**src/core/vprot_map.svh**
```systemverilog
// Offsets, field positions, reset values and timing counts of the voltage element.
// Assumes a 20 MHz system clock and 32-bit APB data.
`ifndef VPROT_MAP_SVH
`define VPROT_MAP_SVH

// ==========================================================
// Register byte offsets
`define REG_CTRL        8'h00
`define REG_THRESH      8'h04
`define REG_DROPOUT     8'h08
`define REG_TRIP_DLY    8'h0C
`define REG_IMIN_THR    8'h10
`define REG_IMIN_DLY    8'h14
`define REG_VT_SEC      8'h18
`define REG_STATUS      8'h1C
`define REG_INT_STAT    8'h20
`define REG_INT_MASK    8'h24

// ==========================================================
// Control field positions
`define CTRL_ENABLE     0
`define CTRL_UNDER      1
`define CTRL_METHOD_LO  2
`define CTRL_MEAS_PP    4
`define CTRL_CONN_PP    5
`define CTRL_RULE_LO    6
`define CTRL_IMIN_EN    8
`define CTRL_SUPERV_EN  9
`define CTRL_LOP_EN     10
`define CTRL_WIDTH      11

// Interrupt bits
`define INT_PICKUP      0
`define INT_TRIP        1
`define INT_BLOCK       2

// ==========================================================
// Reset values
`define CTRL_RST        11'h000
`define THRESH_RST      16'h1000
`define DROPOUT_RST     16'h0FC0
`define TRIP_DLY_RST    16'h0064
`define IMIN_THR_RST    16'h0000
`define IMIN_DLY_RST    16'h0000
`define VT_SEC_RST      16'h0000

// ==========================================================
// Fixed-point scaling: settings are per-unit with 12 fraction bits
`define PU_SHIFT        12
`define INV_SQRT3_Q15   16'h49E7
`define LOP_LEVEL_PU    16'h007B

// ==========================================================
// Timing
`define CLK_NS          50
`define MS_NS           1000000
`define MS_CYCLES       (`MS_NS / `CLK_NS)
`define AVG_WINDOW_S    600
`define AVG_SEGMENTS    8
`define AVG_SEG_SAMPLES 256
`define CLK_HZ          20000000
`define AVG_SAMPLE_CYCLES \
   (64'd`AVG_WINDOW_S * 64'd`CLK_HZ / (64'd`AVG_SEGMENTS * 64'd`AVG_SEG_SAMPLES))

`endif

```
**src/core/vprot_pkg.sv**
```systemverilog
// Types shared by the voltage protection element.
// Assumes vprot_map.svh is on the include path.
package vprot_pkg;

   // Which measured quantity is compared against the thresholds
   typedef enum logic [1:0] {
      METHOD_FUND,
      METHOD_RMS,
      METHOD_AVG,
      METHOD_RSVD
   } meas_method_t;

   // How many phases must be picked up for the element to pick up
   typedef enum logic [1:0] {
      RULE_ONE_OF_THREE,
      RULE_TWO_OF_THREE,
      RULE_ALL_THREE,
      RULE_RSVD
   } pickup_rule_t;

   typedef enum logic {
      MODE_OVER,
      MODE_UNDER
   } element_mode_t;

endpackage : vprot_pkg

```
**src/core/voltage_protection_element.sv**
```systemverilog
// Three-phase over/undervoltage protection element with APB register access.
// Assumes voltage and current magnitudes come from logic on i_mclk; the
// blocking inputs come from pins and are synchronised here.
`timescale 1ns/100ps
`default_nettype none
`include "vprot_map.svh"

module voltage_protection_element #(
   parameter int unsigned MS_CYCLES         = `MS_CYCLES,
   parameter int unsigned AVG_SAMPLE_CYCLES = 32'(`AVG_SAMPLE_CYCLES)
) (
   input  wire logic        i_mclk,
   input  wire logic        i_rstn,
   input  wire logic        i_psel,
   input  wire logic        i_penable,
   input  wire logic        i_pwrite,
   input  wire logic [7:0]  i_paddr,
   input  wire logic [31:0] i_pwdata,
   output logic      [31:0] o_prdata,
   output logic             o_pready,
   output logic             o_pslverr,
   input  wire logic [15:0] i_volt_fund_1,
   input  wire logic [15:0] i_volt_fund_2,
   input  wire logic [15:0] i_volt_fund_3,
   input  wire logic [15:0] i_volt_rms_1,
   input  wire logic [15:0] i_volt_rms_2,
   input  wire logic [15:0] i_volt_rms_3,
   input  wire logic [15:0] i_curr_1,
   input  wire logic [15:0] i_curr_2,
   input  wire logic [15:0] i_curr_3,
   input  wire logic        i_ext_block,
   input  wire logic        i_vt_fuse_fail,
   output logic      [2:0]  o_phase_pickup_flag,
   output logic      [2:0]  o_phase_trip_flag,
   output logic             o_pickup,
   output logic             o_trip,
   output logic             o_irq
);
   import vprot_pkg::*;

   // ==========================================================
   // Registers
   logic [`CTRL_WIDTH-1:0] ctrl_r;
   logic [15:0]            thresh_r;
   logic [15:0]            dropout_r;
   logic [15:0]            trip_dly_r;
   logic [15:0]            imin_thr_r;
   logic [15:0]            imin_dly_r;
   logic [15:0]            vt_sec_r;
   logic [2:0]             int_stat_r;
   logic [2:0]             int_mask_r;

   element_mode_t mode;
   meas_method_t  method;
   pickup_rule_t  rule;
   logic          enable;
   logic          conn_pp;
   logic          meas_pp;

   assign enable  = ctrl_r[`CTRL_ENABLE];
   assign mode    = element_mode_t'(ctrl_r[`CTRL_UNDER]);
   assign method  = meas_method_t'(ctrl_r[`CTRL_METHOD_LO +: 2]);
   assign rule    = pickup_rule_t'(ctrl_r[`CTRL_RULE_LO +: 2]);
   assign conn_pp = ctrl_r[`CTRL_CONN_PP];
   assign meas_pp = ctrl_r[`CTRL_MEAS_PP] | conn_pp;

   // ==========================================================
   // Pin synchronisers
   logic [1:0] ext_sync_r;
   logic [1:0] fuse_sync_r;

   always_ff @(posedge i_mclk) begin
      if (!i_rstn) begin
         ext_sync_r  <= 2'h0;
         fuse_sync_r <= 2'h0;
      end else begin
         ext_sync_r  <= {ext_sync_r[0], i_ext_block};
         fuse_sync_r <= {fuse_sync_r[0], i_vt_fuse_fail};
      end
   end

   // ==========================================================
   // Millisecond tick for the delay timers
   logic [31:0] ms_cnt_r;
   logic        ms_tick;

   assign ms_tick = (ms_cnt_r == MS_CYCLES - 1);

   always_ff @(posedge i_mclk) begin
      if (!i_rstn) ms_cnt_r <= 32'h0;
      else if (ms_tick) ms_cnt_r <= 32'h0;
      else ms_cnt_r <= ms_cnt_r + 32'h1;
   end

   // ==========================================================
   // Sliding average of the RMS voltage
   // Window split into segments so only a few words are stored; the
   // average moves one segment at a time, not per sample.
   logic [15:0] v_rms     [3];
   logic [15:0] v_fund    [3];
   logic [23:0] acc_r     [3];
   logic [15:0] seg_r     [`AVG_SEGMENTS][3];
   logic [18:0] win_sum_r [3];
   logic [31:0] smp_cnt_r;
   logic [7:0]  seg_fill_r;
   logic [2:0]  seg_idx_r;
   logic        smp_tick;

   assign v_rms  = '{i_volt_rms_1, i_volt_rms_2, i_volt_rms_3};
   assign v_fund = '{i_volt_fund_1, i_volt_fund_2, i_volt_fund_3};
   assign smp_tick = (smp_cnt_r == AVG_SAMPLE_CYCLES - 1);

   always_ff @(posedge i_mclk) begin
      if (!i_rstn) smp_cnt_r <= 32'h0;
      else if (smp_tick) smp_cnt_r <= 32'h0;
      else smp_cnt_r <= smp_cnt_r + 32'h1;
   end

   always_ff @(posedge i_mclk) begin
      logic [23:0] full;
      full = 24'h0;
      if (!i_rstn) begin
         seg_fill_r <= 8'h0;
         seg_idx_r  <= 3'h0;
         for (int p = 0; p < 3; p++) begin
            acc_r[p]     <= 24'h0;
            win_sum_r[p] <= 19'h0;
            for (int s = 0; s < `AVG_SEGMENTS; s++) seg_r[s][p] <= 16'h0;
         end
      end else if (smp_tick) begin
         seg_fill_r <= seg_fill_r + 8'h1;
         if (seg_fill_r == 8'hFF) seg_idx_r <= seg_idx_r + 3'h1;
         for (int p = 0; p < 3; p++) begin
            full = acc_r[p] + {8'h0, v_rms[p]};
            if (seg_fill_r == 8'hFF) begin
               acc_r[p]            <= 24'h0;
               seg_r[seg_idx_r][p] <= full[23:8];
               win_sum_r[p]        <= win_sum_r[p] + {3'h0, full[23:8]}
                                      - {3'h0, seg_r[seg_idx_r][p]};
            end else begin
               acc_r[p] <= full;
            end
         end
      end
   end

   // ==========================================================
   // Measured quantity and nominal-based thresholds
   logic [23:0] v_sel [3];
   logic [15:0] vn;
   logic [31:0] vn_prod;
   logic [31:0] thr_prod;
   logic [23:0] thr_abs;
   logic [39:0] drop_prod;
   logic [23:0] drop_abs;
   logic [31:0] lop_prod;
   logic [23:0] lop_abs;

   always_comb begin
      for (int p = 0; p < 3; p++) begin
         case (method)
            METHOD_FUND: v_sel[p] = {8'h0, v_fund[p]};
            METHOD_RMS:  v_sel[p] = {8'h0, v_rms[p]};
            METHOD_AVG:  v_sel[p] = {8'h0, win_sum_r[p][18:3]};
            default:     v_sel[p] = {8'h0, v_fund[p]};
         endcase
      end
   end

   assign vn_prod   = vt_sec_r * `INV_SQRT3_Q15;
   assign vn        = meas_pp ? vt_sec_r : vn_prod[30:15];
   assign thr_prod  = vn * thresh_r;
   assign thr_abs   = {4'h0, thr_prod[31:`PU_SHIFT]};
   assign drop_prod = {16'h0, thr_abs} * {24'h0, dropout_r};
   assign drop_abs  = drop_prod[35:`PU_SHIFT];
   assign lop_prod  = vn * `LOP_LEVEL_PU;
   assign lop_abs   = {4'h0, lop_prod[31:`PU_SHIFT]};

   // ==========================================================
   // Blocking of the undervoltage stage
   logic       under;
   logic       imin_block_r;
   logic [15:0] imin_cnt_r;
   logic       all_low;
   logic       lop_low;
   logic       blocked;

   assign under   = (mode == MODE_UNDER);
   assign all_low = (i_curr_1 < imin_thr_r) && (i_curr_2 < imin_thr_r)
                    && (i_curr_3 < imin_thr_r);
   assign lop_low = (v_sel[0] < lop_abs) || (v_sel[1] < lop_abs)
                    || (v_sel[2] < lop_abs);

   always_ff @(posedge i_mclk) begin
      if (!i_rstn) begin
         imin_block_r <= 1'b0;
         imin_cnt_r   <= 16'h0;
      end else if (!(under && ctrl_r[`CTRL_IMIN_EN])) begin
         imin_block_r <= 1'b0;
         imin_cnt_r   <= 16'h0;
      end else if (all_low) begin
         imin_block_r <= 1'b1;
         imin_cnt_r   <= 16'h0;
      end else if (imin_block_r) begin
         if (imin_cnt_r >= imin_dly_r) imin_block_r <= 1'b0;
         else if (ms_tick) imin_cnt_r <= imin_cnt_r + 16'h1;
      end
   end

   assign blocked = !enable || (under && (imin_block_r
                    || ext_sync_r[1]
                    || (ctrl_r[`CTRL_SUPERV_EN] && fuse_sync_r[1])
                    || (ctrl_r[`CTRL_LOP_EN] && lop_low)));

   // ==========================================================
   // Per-phase pickup with dropout hysteresis
   // Input n feeds flag n; the connection only decides whether that input
   // carries a phase or a line-to-line voltage.
   logic [2:0] phase_pick_r;
   logic [1:0] pick_count;
   logic       elem_pick;

   always_ff @(posedge i_mclk) begin
      if (!i_rstn || blocked) begin
         phase_pick_r <= 3'h0;
      end else begin
         for (int p = 0; p < 3; p++) begin
            if (phase_pick_r[p])
               phase_pick_r[p] <= under ? (v_sel[p] < drop_abs) : (v_sel[p] > drop_abs);
            else
               phase_pick_r[p] <= under ? (v_sel[p] < thr_abs) : (v_sel[p] > thr_abs);
         end
      end
   end

   assign pick_count = 2'({1'b0, phase_pick_r[0]} + {1'b0, phase_pick_r[1]}
                       + {1'b0, phase_pick_r[2]});

   always_comb begin
      case (rule)
         RULE_ONE_OF_THREE: elem_pick = (pick_count >= 2'd1);
         RULE_TWO_OF_THREE: elem_pick = (pick_count >= 2'd2);
         RULE_ALL_THREE:    elem_pick = (pick_count == 2'd3);
         default:           elem_pick = (pick_count >= 2'd1);
      endcase
   end

   // ==========================================================
   // Trip delay
   logic [15:0] trip_cnt_r;
   logic        trip_r;

   always_ff @(posedge i_mclk) begin
      if (!i_rstn || !elem_pick || blocked) begin
         trip_cnt_r <= 16'h0;
         trip_r     <= 1'b0;
      end else if (trip_cnt_r >= trip_dly_r) begin
         trip_r <= 1'b1;
      end else if (ms_tick) begin
         trip_cnt_r <= trip_cnt_r + 16'h1;
      end
   end

   always_ff @(posedge i_mclk) begin
      if (!i_rstn) begin
         o_phase_pickup_flag <= 3'h0;
         o_phase_trip_flag   <= 3'h0;
         o_pickup            <= 1'b0;
         o_trip              <= 1'b0;
      end else begin
         o_phase_pickup_flag <= elem_pick ? phase_pick_r : 3'h0;
         o_phase_trip_flag   <= trip_r ? phase_pick_r : 3'h0;
         o_pickup            <= elem_pick;
         o_trip              <= trip_r;
      end
   end

   // ==========================================================
   // Events and interrupt
   logic [2:0] ev_prev_r;
   logic [2:0] ev_now;
   logic [2:0] ev_rise;

   assign ev_now  = {blocked & enable, trip_r, elem_pick};
   assign ev_rise = ev_now & ~ev_prev_r;

   always_ff @(posedge i_mclk) begin
      if (!i_rstn) ev_prev_r <= 3'h0;
      else ev_prev_r <= ev_now;
   end

   // ==========================================================
   // APB slave: one wait state, answer registered
   logic        acc_phase;
   logic        wr_en;
   logic        mapped;

   assign acc_phase = i_psel && i_penable && !o_pready;
   assign mapped    = (i_paddr[1:0] == 2'b00) && (i_paddr <= `REG_INT_MASK);
   assign wr_en     = acc_phase && i_pwrite && mapped;

   always_ff @(posedge i_mclk) begin
      if (!i_rstn) begin
         ctrl_r     <= `CTRL_RST;
         thresh_r   <= `THRESH_RST;
         dropout_r  <= `DROPOUT_RST;
         trip_dly_r <= `TRIP_DLY_RST;
         imin_thr_r <= `IMIN_THR_RST;
         imin_dly_r <= `IMIN_DLY_RST;
         vt_sec_r   <= `VT_SEC_RST;
         int_mask_r <= 3'h0;
      end else if (wr_en) begin
         case (i_paddr)
            `REG_CTRL:     ctrl_r     <= i_pwdata[`CTRL_WIDTH-1:0];
            `REG_THRESH:   thresh_r   <= i_pwdata[15:0];
            `REG_DROPOUT:  dropout_r  <= i_pwdata[15:0];
            `REG_TRIP_DLY: trip_dly_r <= i_pwdata[15:0];
            `REG_IMIN_THR: imin_thr_r <= i_pwdata[15:0];
            `REG_IMIN_DLY: imin_dly_r <= i_pwdata[15:0];
            `REG_VT_SEC:   vt_sec_r   <= i_pwdata[15:0];
            `REG_INT_MASK: int_mask_r <= i_pwdata[2:0];
            default:       ;
         endcase
      end
   end

   // New events win over a write-one-to-clear in the same cycle
   always_ff @(posedge i_mclk) begin
      if (!i_rstn) begin
         int_stat_r <= 3'h0;
      end else if (wr_en && i_paddr == `REG_INT_STAT) begin
         int_stat_r <= (int_stat_r & ~i_pwdata[2:0]) | ev_rise;
      end else begin
         int_stat_r <= int_stat_r | ev_rise;
      end
   end

   always_ff @(posedge i_mclk) begin
      if (!i_rstn) o_irq <= 1'b0;
      else o_irq <= |(int_stat_r & int_mask_r);
   end

   always_ff @(posedge i_mclk) begin
      if (!i_rstn) begin
         o_pready  <= 1'b0;
         o_pslverr <= 1'b0;
         o_prdata  <= 32'h0;
      end else begin
         o_pready  <= acc_phase;
         o_pslverr <= acc_phase && !mapped;
         o_prdata  <= 32'h0;
         if (acc_phase && !i_pwrite) begin
            case (i_paddr)
               `REG_CTRL:     o_prdata <= {21'h0, ctrl_r};
               `REG_THRESH:   o_prdata <= {16'h0, thresh_r};
               `REG_DROPOUT:  o_prdata <= {16'h0, dropout_r};
               `REG_TRIP_DLY: o_prdata <= {16'h0, trip_dly_r};
               `REG_IMIN_THR: o_prdata <= {16'h0, imin_thr_r};
               `REG_IMIN_DLY: o_prdata <= {16'h0, imin_dly_r};
               `REG_VT_SEC:   o_prdata <= {16'h0, vt_sec_r};
               `REG_STATUS:   o_prdata <= {23'h0, elem_pick, imin_block_r, blocked,
                                           trip_r ? phase_pick_r : 3'h0, phase_pick_r};
               `REG_INT_STAT: o_prdata <= {29'h0, int_stat_r};
               `REG_INT_MASK: o_prdata <= {29'h0, int_mask_r};
               default:       o_prdata <= 32'h0;
            endcase
         end
      end
   end

endmodule : voltage_protection_element
`default_nettype wire

```
**config.mk**
```make
export PLATFORM = sky130hd
export DESIGN_NAME = voltage_protection_element
export DESIGN_NICKNAME = d
export VERILOG_FILES = /design/src/core/vprot_pkg.sv /design/src/core/voltage_protection_element.sv
export VERILOG_INCLUDE_DIRS = /design/src /design/src/core
export SDC_FILE = /design/constraint.sdc
export NUM_CORES = 2
export LEC_CHECK = 0
export BUFFER_PORTS_ARGS = -buffer_cell sky130_fd_sc_hd__buf_2
export CORE_MARGIN = 10
export CORE_UTILIZATION = 54
export DETAILED_ROUTE_END_ITERATION = 6
export PLACE_DENSITY_LB_ADDON = 0.05
export SLEW_MARGIN = 15
export SYNTH_ARGS = -nofsm -noshare
export SYNTH_HDL_FRONTEND = slang
export SYNTH_SLANG_ARGS = --single-unit
export TNS_END_PERCENT = 5
```
**constraint.sdc**
```tcl
create_clock -name i_mclk -period 20.6 [get_ports i_mclk]
set_input_delay 1.03 -clock i_mclk [delete_from_list [all_inputs] [get_ports i_mclk]]
set_output_delay 1.03 -clock i_mclk [all_outputs]
set_load 0.02 [all_outputs]
```
==> key figures <==
Place
  – Setup WS pre-CTS: around 360 ps
  – DP Area: ~70000 um^2
  – RD Place Congestion: ~0.91
  – HPWL after detailed placement: ~140000 um
  – Port Buffers: 201

Yosys
  – Post-synth EDFFs: 513
  – Sequential fraction of the synthesis area: 0.305
  – Mapped Area: 67600 um^2
  – FF+latch count, synth: between 700 and 800
  – Cells after synthesis: around 6900
  – Ys async rst share: 0
  – Ys Warns: 0
  – Most used DFF post-synth: edfxtp_1
  – Count of cell types in the netlist: 92
  – Syn Area/Cell: a little under 10 um^2

Pwr
  – Clock power share: 0.411
  – Gate power share: 0.140
  – Leakage: ~33 nW
  – Register share of total power: 0.449
  – Pwr dens: between 50 and 60 nW/um^2
  – Peak VDD IR: 0.0708 mV
  – Internal power: roughly 0.0028 W
  – Switch share: 0.269
  – Total net switching power: slightly above 0.001 W

Critical path
  – Cell mode on critical path: fa_1
  – FF-to-FF End: phase_pick_r[2]$_SDFF_PP0_
  – Crit path capture type: flip-flop
  – Slowest cell on crit path: fa_1
  – CP top delay family: adder cells
  – WP depth: 74
  – Reg2reg path depth: 74
  – Critical Path Source Type: flip-flop
  – R2R setup slack: approximately 1100 ps
  – CP endpoint: phase_pick_r[2]$_SDFF_PP0_
  – Critical Path AT: between 20000 and 25000 ps
  – Worst Path Buf+Inv: 12
  – CP Max Fanout: 19
  – Worst EP required: around 21000 ps
  – Worst r2r src: vt_sec_r[12]$_SDFFE_PN0P_
  – CP max stage delay: approximately 570 ps
  – Setup crit start: vt_sec_r[12]$_SDFFE_PN0P_
  – Crit path kind: reg2reg

Global routing
  – Number of global-route vias before repair: 51858
  – GR Util met1: 0.374
  – Largest net degree at the start of global routing: between 70 and 80
  – Met2 Resource Use GR: 0.456
  – First-pass GRT wire length: roughly 300000 um
  – Top Usage Layer GRT: met2
  – Initial antenna violation count: 9
  – Met3 usage: 0.0451
  – GRT Residual Overflow: 0
  – Overall routing resource usage: 0.278

Die
  – DIE HEIGHT: between 300 and 400 um
  – Row Count: 129
  – Starting Density: 0.545
  – Ports: around 230
  – Die W: approximately 370 um
  – Die area: 140000 um^2
  – Total core area: about 120000 um^2

Cells and area
  – Final Util: 0.596
  – Nets: 8556
  – Multi-input combinational cell area: roughly 43000 um^2
  – Most common cell after layout, fill and taps aside: inv_1
  – Most frequent cells in the layout: inv_1 (942), nand2_1 (745), nor2_1 (715)
  – Sequential cell area: approximately 21000 um^2
  – Filler cell count: around 11000
  – Layout cells sized above 1: 0.0974
  – Area growth, synth to finish: 9.33%
  – Final instance area: roughly 74000 um^2
  – ANT cells: 0

Clock network
  – Max clock buf depth: 3
  – Reg clk slew, reported paths: 70 ps
  – Worst-Skew Late Latency: just over 700 ps
  – CTS tree: yes
  – Clk root buf: clkbuf_16
  – TritonCTS buffer count: 86
  – Clk sink count: roughly 770
  – CTS H-tree depth: 3
  – Cts hold-fix bufs: 0

STA
  – Final hold viol count: 0
  – Smallest setup slack after layout: between 1000 and 1500 ps
  – Fmax achieved: between 50 and 60 MHz
  – Hold_ws: ~390 ps
  – Final period util: 0.946
  – Fin. max-slew vios: 0
  – Final min period: between 15000 and 20000 ps
  – Relative slew slack: 0.164
  – Skew final: a little under 70 ps
  – Setup_tns: 0 ps
  – Final setup fails: 0
  – Slew at the pin closest to its max-slew limit: approximately 1200 ps

Outcome
  – Failing checks: DRC
  – Status: finished with violations

Worst hold path
  – HP Start: ev_prev_r[2]$_SDFF_PN0_
  – Hold WC Path Type: reg2reg

Route
  – Vias: around 51000
  – Final ANT Viol Nets: 0
  – Drt pass-1 iters: 7
  – Wire per inst: between 20 and 25 um
  – # DRC: 1
  – Detailed Route WL: 194000 um
  – Routed vias/inst: between 5 and 6
  – Initial DRC Count: a little over 4000

Job
  – Max cap viols: 0
[kinds of logic after synthesis]
kind of cell               after synthesis  share of synthesized area
other                                    1                  0.0000554
buffers and inverters                 1252                     0.0705
muxes                                  158                     0.0412
AOI/OAI and AO/OA                      910                     0.0901
xor gates and xnor gates               233                     0.0305
and+or+nand+nor                       2274                      0.154
DFF                                    773                      0.305
adders and majority gates             1300                      0.309
[cells in the mapped netlist, types with 101 or more instances]
cell type  instances  area (um^2)
a21boi_0         129          968
a21o_1           101          758
a21oi_1          167          836
and2_1           272         1700
clkbuf_1         279         1050
dfxtp_1          260         5200
edfxtp_1         513        15400
fa_1             619        12400
ha_1             680         8510
inv_1            942         3540
nand2_1          756         2840
nand3_1          111          556
nor2_1           715         2680
o21ai_0          185          926
xnor2_1          135         1180
[worst min path at each step]
stage,slack [ps],to,cells after the start
floorplan,390,int_stat_r[2]$_SDFF_PN0_,1
detailed placement,400,int_stat_r[2]$_SDFF_PN0_,1
global route,430,int_stat_r[2]$_SDFF_PN0_,1
finish,390,int_stat_r[2]$_SDFF_PN0_,1
CTS,400,int_stat_r[2]$_SDFF_PN0_,1
global placement,400,int_stat_r[2]$_SDFF_PN0_,1
[final cells by class]
type	instances	share of cell area
Multi-Input combinational cell	4891	0.575
Inverter	942	0.0478
Tap cell	1637	0.0277
Clock buffer	105	0.0312
Timing Repair Buffer	372	0.0316
Clock inverter	51	0.00778
Sequential cell	773	0.279
[sequential cells by signal, indices dropped and copies added (netlist names), 11 cells and up, named ones only]
signal and count:
imin_cnt_r 16, imin_thr_r 16, dropout_r 16, vt_sec_r 16, thresh_r 16, o_prdata 16
ctrl_r 11, acc_r 72, ms_cnt_r 32, win_sum_r 57, imin_dly_r 16, seg_r 384
trip_cnt_r 16, trip_dly_r 16, smp_cnt_r 32
[metrics by stage]
stage               power [W]  instances
floorplan             0.00211       6916
global placement      0.00227       8613
detailed placement    0.00228       8613
CTS                   0.00386       8769
global route          0.00399       8771
finish                0.00384       8771
[routing by layer]
layer | vias up | share of wire | routed length [um]
li1 | 23364 | - | -
met1 | 25072 | 0.43 | 82800
met2 | 1760 | 0.46 | 90200
met3 | 325 | 0.073 | 14300
met4 | 14 | 0.036 | 6940
met5 | - | 0.00060 | 116
[power groups by stage]
stage	clock network [W]	registers (W)	logic (W)
final	0.00158	0.00172	0.000538
after global routing	0.00166	0.00173	0.000599
after CTS	0.00160	0.00172	0.000533
after detailed placement	0	0.00176	0.000527
after global placement	0	0.00175	0.000518
after floorplan	0	0.00175	0.000361
[worst register-to-register path: cells and delay by family (launching register included)]
family,cells,cell delay (ps)
compound gates,23,4790
buf+inv,12,930
simple gates,14,2510
fa+ha+maj,22,10100
xor+xnor,3,630
flops,1,410
[repair_timing]
action	4_1_cts	5_1_grt
resized for setup	0	25
setup buffers	0	2
setup endpoints to repair	0	3
Note: power is estimated with default switching activity, not from simulation.
